<file path="config.mk">
export PLATFORM = sky130hd
export DESIGN_NAME = cwp_top
export DESIGN_NICKNAME = d
export VERILOG_FILES = /design/src/cwp_pkg.sv /design/src/cwp_top.sv
export SDC_FILE = /design/constraint.sdc
export NUM_CORES = 1
export LEC_CHECK = 0
export BUFFER_PORTS_ARGS = -buffer_cell sky130_fd_sc_hd__buf_2
export CAP_MARGIN = 20
export CELL_PAD_IN_SITES_DETAIL_PLACEMENT = 0
export CELL_PAD_IN_SITES_GLOBAL_PLACEMENT = 2
export CORE_ASPECT_RATIO = 1.5
export CORE_MARGIN = 4
export CORE_UTILIZATION = 40
export DETAILED_ROUTE_END_ITERATION = 10
export GPL_TIMING_DRIVEN = 1
export PLACE_DENSITY_LB_ADDON = 0.15
export SLEW_MARGIN = 30
export SYNTH_ARGS = -nofsm -noshare
export SYNTH_HDL_FRONTEND = slang
export SYNTH_SLANG_ARGS = --single-unit
</file>
<file path="constraint.sdc">
create_clock -name clk_i -period 6.5 [get_ports clk_i]
set_clock_uncertainty 0.15 [all_clocks]
set_input_delay 0.325 -clock clk_i [delete_from_list [all_inputs] [get_ports clk_i]]
set_output_delay 0.325 -clock clk_i [all_outputs]
set_load 0.01 [all_outputs]
</file>
<file path="src/cwp_pkg.sv">
// Package of constants and types for the wake and power control sequencer
package cwp_pkg;
  localparam int unsigned CLK_PERIOD_NS    = 8;
  // Least external wake low time, in microseconds
  localparam int unsigned EXT_WAKE_MIN_US  = 5;
  localparam int unsigned EXT_WAKE_MIN_CYC =
    (EXT_WAKE_MIN_US * 1000 + CLK_PERIOD_NS - 1) / CLK_PERIOD_NS;
  // Default oscillator settle time, in microseconds
  localparam int unsigned OSC_SETTLE_US    = 2;
  localparam int unsigned OSC_SETTLE_CYC   =
    (OSC_SETTLE_US * 1000 + CLK_PERIOD_NS - 1) / CLK_PERIOD_NS;
  // Default no-signal timeout, in cycles
  localparam int unsigned NO_SIG_CYC       = 1000;
  localparam int unsigned CNT_W            = 16;
  // Mode strap encoding
  localparam logic        MODE_DIALER      = 1'b0;
  localparam logic        MODE_HOST        = 1'b1;

  typedef enum logic [2:0] {
    CWP_SLEEP,
    CWP_RING_ACT,
    CWP_RING_DLY,
    CWP_OSC_WAIT,
    CWP_RUN
  } cwp_state_t;
endpackage : cwp_pkg

</file>
<file path="src/cwp_top.sv">
// Wake-up and power control sequencer of a caller-ID receiver
`timescale 1ns/1ns
//
// Overview of operation
// A recognised ring wakes the receiver without host action.
// Power down after message done, bad format, or no modulated signal.
// Host may wake the receiver; it then demodulates and extracts.
// Host holds external wake low at least 5 us before releasing.
// External wake starts on the rising edge ending the low pulse.
// Ring sense also sees reversals; these refresh supply status only.
// Internal wake follows a delay from ring end set by the RC node.
// Operating mode is captured while the ring delay node is low.
// Dialer mode and host mode are both supported.
// Caller message timing is sequenced internally, no controller tracking.
// Strap high selects host mode, low selects dialer mode.
// Sleep/reset high resets and sleeps; ring sensing keeps working.
// Supply-low flag updates at end of reversal, ring or external wake.
// Both wake sources share one power-up with oscillator settle wait.
module cwp_top #(
  parameter int unsigned RING_MIN_CYC   = 64,
  parameter int unsigned OSC_SETTLE     = cwp_pkg::OSC_SETTLE_CYC,
  parameter int unsigned NO_SIG_TIMEOUT = cwp_pkg::NO_SIG_CYC
) (
  input  wire logic clk_i,
  input  wire logic sys_rst_i,
  input  wire logic clk_en_i,
  input  wire logic sleep_reset_i,
  input  wire logic ring_sense_input_i,
  input  wire logic ring_delay_node_i,
  input  wire logic external_wake_n_i,
  input  wire logic data_or_mode_strap_i,
  input  wire logic supply_ok_i,
  input  wire logic modulated_present_i,
  input  wire logic message_done_i,
  input  wire logic format_error_i,
  output logic      ring_delay_node_o,
  output logic      ring_delay_node_oe_o,
  output logic      osc_enable_o,
  output logic      demod_enable_o,
  output logic      host_mode_o,
  output logic      supply_low_flag_n_o,
  output logic      awake_o
);
  import cwp_pkg::*;

  localparam logic [CNT_W-1:0] RING_MIN = CNT_W'(RING_MIN_CYC);
  localparam logic [CNT_W-1:0] SETTLE   = CNT_W'(OSC_SETTLE);
  localparam logic [CNT_W-1:0] NO_SIG   = CNT_W'(NO_SIG_TIMEOUT);

  cwp_state_t       state_q, state_d;
  logic [2:0]       ring_sync_q, wake_sync_q, rc_sync_q, strap_sync_q;
  logic             ring_q, wake_q, rc_q, strap_q;
  logic [CNT_W-1:0] cnt_q, cnt_d;
  logic             host_mode_q, supply_low_n_q;
  logic             heard_q;

  // Three-stage synchronisers; a change counts once stages two and three agree
  always_ff @(posedge clk_i or posedge sys_rst_i) begin
    if (sys_rst_i) begin
      ring_sync_q  <= 3'h0;
      wake_sync_q  <= 3'h7;
      rc_sync_q    <= 3'h7;
      strap_sync_q <= 3'h0;
    end else if (clk_en_i) begin
      ring_sync_q  <= {ring_sync_q[1:0], ring_sense_input_i};
      wake_sync_q  <= {wake_sync_q[1:0], external_wake_n_i};
      rc_sync_q    <= {rc_sync_q[1:0], ring_delay_node_i};
      strap_sync_q <= {strap_sync_q[1:0], data_or_mode_strap_i};
    end
  end

  // Filtered levels: only update when the last two stages agree
  always_ff @(posedge clk_i or posedge sys_rst_i) begin
    if (sys_rst_i) begin
      ring_q  <= 1'b0;
      wake_q  <= 1'b1;
      rc_q    <= 1'b1;
      strap_q <= 1'b0;
    end else if (clk_en_i) begin
      if (ring_sync_q[1] == ring_sync_q[2]) ring_q <= ring_sync_q[2];
      if (wake_sync_q[1] == wake_sync_q[2]) wake_q <= wake_sync_q[2];
      if (rc_sync_q[1] == rc_sync_q[2]) rc_q <= rc_sync_q[2];
      if (strap_sync_q[1] == strap_sync_q[2]) strap_q <= strap_sync_q[2];
    end
  end

  // Edge events on the filtered levels
  wire ring_new   = ring_sync_q[1] == ring_sync_q[2];
  wire ring_fall  = ring_q & ring_new & ~ring_sync_q[2];
  wire wake_new   = wake_sync_q[1] == wake_sync_q[2];
  wire wake_rise  = ~wake_q & wake_new & wake_sync_q[2];
  wire rc_high    = rc_q;
  wire sleeping   = state_q == CWP_SLEEP;
  // Ring burst long enough counts as a ring; shorter activity is a reversal
  wire is_ring    = cnt_q >= RING_MIN;
  wire ring_end   = (state_q == CWP_RING_ACT) & ring_fall;
  wire reversal   = ring_end & ~is_ring;
  wire ring_valid = ring_end & is_ring;
  // External wake only counts from sleep; later pulses are ignored
  wire ext_wake   = sleeping & wake_rise & ~sleep_reset_i;
  wire supply_evt = reversal | ring_valid | ext_wake;
  wire stop_run   = message_done_i | format_error_i |
                    (~heard_q & (cnt_q >= NO_SIG));
  wire cnt_max    = &cnt_q;

  // Sequencer next state; sleep/reset blocks host wake and forces sleep outside the ring states
  always_comb begin
    state_d = state_q;
    cnt_d   = cnt_max ? cnt_q : cnt_q + CNT_W'(1);
    case (state_q)
      CWP_SLEEP: begin
        cnt_d = '0;
        // Host wake wins over a ring seen in the same cycle, so its pulse is never lost
        if (ext_wake) state_d = CWP_OSC_WAIT;
        else if (ring_q & ring_new) state_d = CWP_RING_ACT;
      end
      CWP_RING_ACT: begin
        if (reversal) state_d = CWP_SLEEP;
        else if (ring_valid) begin
          state_d = CWP_RING_DLY;
          cnt_d   = '0;
        end
      end
      CWP_RING_DLY: begin
        // RC node released high ends the delay and triggers wake
        if (ring_q) state_d = CWP_RING_ACT;
        else if (rc_high & (cnt_q != '0)) begin
          state_d = CWP_OSC_WAIT;
          cnt_d   = '0;
        end
      end
      CWP_OSC_WAIT: begin
        if (cnt_q >= SETTLE) begin
          state_d = CWP_RUN;
          cnt_d   = '0;
        end
      end
      CWP_RUN: begin
        // Message timing is run here so the controller does not track it
        if (stop_run) state_d = CWP_SLEEP;
      end
      default: state_d = CWP_SLEEP;
    endcase
    if (sleep_reset_i & ~sleeping & (state_q != CWP_RING_ACT) &
        (state_q != CWP_RING_DLY)) begin
      state_d = CWP_SLEEP;
      cnt_d   = '0;
    end
  end

  // Sequencer state, counter and no-signal tracking
  always_ff @(posedge clk_i or posedge sys_rst_i) begin
    if (sys_rst_i) begin
      state_q <= CWP_SLEEP;
      cnt_q   <= '0;
      heard_q <= 1'b0;
    end else if (clk_en_i) begin
      state_q <= state_d;
      cnt_q   <= cnt_d;
      if (state_q != CWP_RUN) heard_q <= 1'b0;
      else if (modulated_present_i) heard_q <= 1'b1;
    end
  end

  // Mode strap captured while the RC node is low; supply flag on events
  always_ff @(posedge clk_i or posedge sys_rst_i) begin
    if (sys_rst_i) begin
      host_mode_q    <= MODE_DIALER;
      supply_low_n_q <= 1'b1;
    end else if (clk_en_i) begin
      if (state_q == CWP_RING_DLY && !rc_q)
        host_mode_q <= strap_q ? MODE_HOST : MODE_DIALER;
      if (supply_evt) supply_low_n_q <= supply_ok_i;
    end
  end

  // RC node: open drain held low during ring activity, released in delay
  assign ring_delay_node_o    = 1'b0;
  assign ring_delay_node_oe_o = state_q == CWP_RING_ACT;
  assign osc_enable_o         = (state_q == CWP_OSC_WAIT) | (state_q == CWP_RUN);
  assign demod_enable_o       = state_q == CWP_RUN;
  assign host_mode_o          = host_mode_q;
  assign supply_low_flag_n_o  = supply_low_n_q;
  assign awake_o              = ~sleeping;

  // Cycles the oscillator has run, saturating; lets a check see the settle wait
  logic [CNT_W-1:0] osc_run_q;
  always_ff @(posedge clk_i or posedge sys_rst_i) begin
    if (sys_rst_i) begin
      osc_run_q <= '0;
    end else if (clk_en_i) begin
      if (!osc_enable_o) osc_run_q <= '0;
      else if (!(&osc_run_q)) osc_run_q <= osc_run_q + CNT_W'(1);
    end
  end
endmodule // cwp_top

</file>
==> results.json <==
{
  "start_util": 0.4089,
  "track_usage": 0.1669,
  "met2_usage": 0.2596,
  "clock_sinks": 38,
  "syn_nets": 239,
  "synth_cells": 225,
  "p_seq_frac": 0.398,
  "rows": 33,
  "htree_num_levels": 2,
  "maxCapViolCount": 0,
  "wl_per_cell_um": 16.46,
  "hold_viol": 12,
  "use_met3": 0.02712,
  "status": "complete, but fails checks",
  "syn2layout_area_growth_pct": 9.601,
  "dr.first_iter.drc_count": 68,
  "ir_worst_vdd_mv": 0.1204,
  "fmax_mhz": 361.6,
  "synth_common_cells": "dfrtp_1, o21ai_0, nand2_1",
  "crit_fanout": 8,
  "synthTopCellsByArea": "dfrtp_1, dfstp_2, mux2_2, o21ai_0, a21oi_1",
  "antennaDiodeCount": 0,
  "drive_above_1_share": 0.2971,
  "ys_seq_elements": 38,
  "cts_buffers": 5,
  "hp-class": "in2async",
  "power.internal_mw": 0.5627,
  "postCtsSetupBuffers": 0,
  "clkTransAtPathRegs_ps": 80,
  "setup_tns_ps": 0,
  "slew_headroom": 0.4195,
  "grt_pass1_vias": 1720,
  "gr-max-usage-layer": "met2",
  "synth_edf_count": 0,
  "coreArea_mm2": 0.005450,
  "setup_viol": 0,
  "tightest_slew_ps": 867.9,
  "period_needed_ps": 2765,
  "post-route-drc-count": 0,
  "yosysTopAreaCell": "dfrtp_1",
  "yosysMostFrequentCell": "dfrtp_1",
  "worstSetupStartpointType": "flop",
  "grt_pass1_wl_um": 8673,
  "root_buffer": "clkbuf_8",
  "fin_crit_sh": 0.4254,
  "hold_buffers": 0,
  "via_per_inst": 5.751,
  "cts_tree": "built",
  "p_per_area_mw_per_mm2": 351.5,
  "comb_power_share": 0.360,
  "overflow": 0,
  "clkPwrFrac": 0.242,
  "dr_total_vias": 1777,
  "ys_async_sr_fraction": 1.000,
  "postRouteAntennaNets": 0,
  "yosysWarnings": 0,
  "synth_top_area_frac": 0.3257,
  "dp_hpwl_um": 3691,
  "worst_ep_required_time_ps": 6530,
  "slowest_stage": "a2111oi_0",
  "met1_usage": 0.2351,
  "final_nets": 252,
  "max-clock-path-buffers": 2,
  "rsz0062_at_grt": "false",
  "synth.distinct_cells": 62,
  "pin_count": 19,
  "avgSynthCellArea_um2": 9.904,
  "die_area_mm2": 0.006854,
  "critPathMaxStageDelay_ps": 680,
  "synth_area_mm2": 0.002228,
  "switching_share": 0.3446,
  "critPathKind": "reg2reg",
  "slew_violations": 0,
  "finalWirelength_um": 5085,
  "gp_congestion": 0.8043,
  "post_cts_resized": 0,
  "fin_area_mm2": 0.002442,
  "antenna_found_initial": 0,
  "io_buffer_count": 17,
  "cp.arrival_ps": 2790,
  "timing.hold.ws_ps": -7.833,
  "die_w_um": 68.94,
  "die_y_um": 99.42,
  "placed_cell_area_mm2": 0.002326,
  "violations": "negative hold slack",
  "dr.pass1.iters": 4,
  "crit_path_end_kind": "flop",
  "switchingPower_mw": 0.2959,
  "synth-main-ff-cell": "dfrtp_1",
  "crit_chain": "nor4_4, o211ai_1, a2111oi_0, o21ai_0, o311ai_2, mux2_2",
  "clock_latency_ps": 290,
  "ys_seq_area_frac": 0.4318,
  "grt_max_degree": 44,
  "power_leakage_nw": 1.077
}
==> metal layers <==
| metal | wire (um) | up-vias | share of wire |
|---|---|---|---|
| li1 | - | 851 | - |
| met1 | 2242 | 882 | 0.44 |
| met2 | 2599 | 36 | 0.51 |
| met3 | 176 | 8 | 0.035 |
| met4 | 67 | 0 | 0.013 |
| met5 | 0 | - | 0 |
==> kinds of logic (layout without fill, tap and decap cells) <==
kind of cell | count (synthesis) | after routing | synth area share
buffers and inverters | 25 | 39 | 0.05896
AO/OA/AOI/OAI | 67 | 67 | 0.2111
multiplexers | 13 | 13 | 0.06569
flip-flops | 38 | 38 | 0.4318
adder cells (fa/ha/maj) | 2 | 2 | 0.01123
other | 1 | 1 | 0.001683
AND/OR/NAND/NOR | 79 | 79 | 0.2195
==> power groups by stage <==
stage	registers, mW	logic (mW)	clock network (mW)
finish	0.342	0.309	0.208
global route	0.349	0.347	0.224
CTS	0.341	0.315	0.215
detailed placement	0.345	0.314	0
global placement	0.341	0.308	0
floorplan	0.325	0.267	0
==> registers in the layout, summed over array words and instances, names as in the netlist <==
register and cells:
cnt_q 16, heard_q 1, host_mode_o 1, rc_high 1
rc_sync_q 3, ring_q 1, ring_sync_q 3, state_q 3
strap_q 1, strap_sync_q 3, supply_low_flag_n_o 1, wake_q 1
wake_sync_q 3
==> per-stage QoR <==
| stage | setup slack, ps | utilization | std cells | power (mW) |
|---|---|---|---|---|
| finish | 3735 | 0.4481 | 309 | 0.8585 |
| global route | 3533 | 0.4481 | 309 | 0.9194 |
| CTS | 3736 | 0.4481 | 309 | 0.8707 |
| detailed placement | 3747 | 0.4268 | 301 | 0.6594 |
| global placement | 3806 | 0.4268 | 301 | 0.6495 |
| floorplan | 4365 | - | 225 | 0.5914 |
==> cell type report <==
| type | instances | area [um^2] |
|---|---|---|
| repair buffers | 18 | 92.59 |
| flip-flops and latches | 38 | 962.2 |
| multi-input cells | 162 | 1135 |
| inverters | 13 | 48.80 |
| well taps | 70 | 87.58 |
| clock buffers | 7 | 86.33 |
| clock inverters | 1 | 30.03 |
| fillers | 552 | 3008 |
==> cell usage in the layout (no fill, tap or decap), drive strengths merged, types with 3 or more instances in the layout <==
| cell | Yosys | final |
|---|---|---|
| o21ai | 25 | 25 |
| nor3 | 7 | 7 |
| and3 | 9 | 9 |
| a21oi | 13 | 13 |
| mux2 | 13 | 13 |
| a31o | 4 | 4 |
| buf | 3 | 18 |
| nor2 | 11 | 11 |
| nand2b | 3 | 3 |
| nor4 | 3 | 3 |
| inv | 13 | 13 |
| nand3 | 9 | 9 |
| clkbuf | 9 | 7 |
| nand2 | 16 | 16 |
| dfstp | 9 | 9 |
| o2bb2ai | 4 | 4 |
| a31oi | 4 | 4 |
| dfrtp | 29 | 29 |
| or3 | 5 | 5 |
==> worst max-delay path, delay by kind of cell, from the launching register on <==
family           cells  cell delay, ps
AO/OA/AOI/OAI        4            1220
flip-flops           1             480
AND/OR/NAND/NOR      1             420
multiplexers         1             380
==> path summary, 6_finish.rpt <==
kind | to | start | slack (ps) | depth (start not counted)
min in group clk_i | rc_sync_q[0] | ring_delay_node_i | 110 | 2
worst min-delay path | strap_sync_q[0] | sys_rst_i | -8 | 3
max in group asynchronous | supply_low_flag_n_o | sys_rst_i | 5850 | 3
worst max-delay path | state_q[2] | cnt_q[10] | 3730 | 6
worst max register to register | state_q[2] | cnt_q[10] | 3730 | 6
worst min register to register | ring_sync_q[1] | ring_sync_q[0] | 340 | 2
Power figures use the tool's default switching activity.
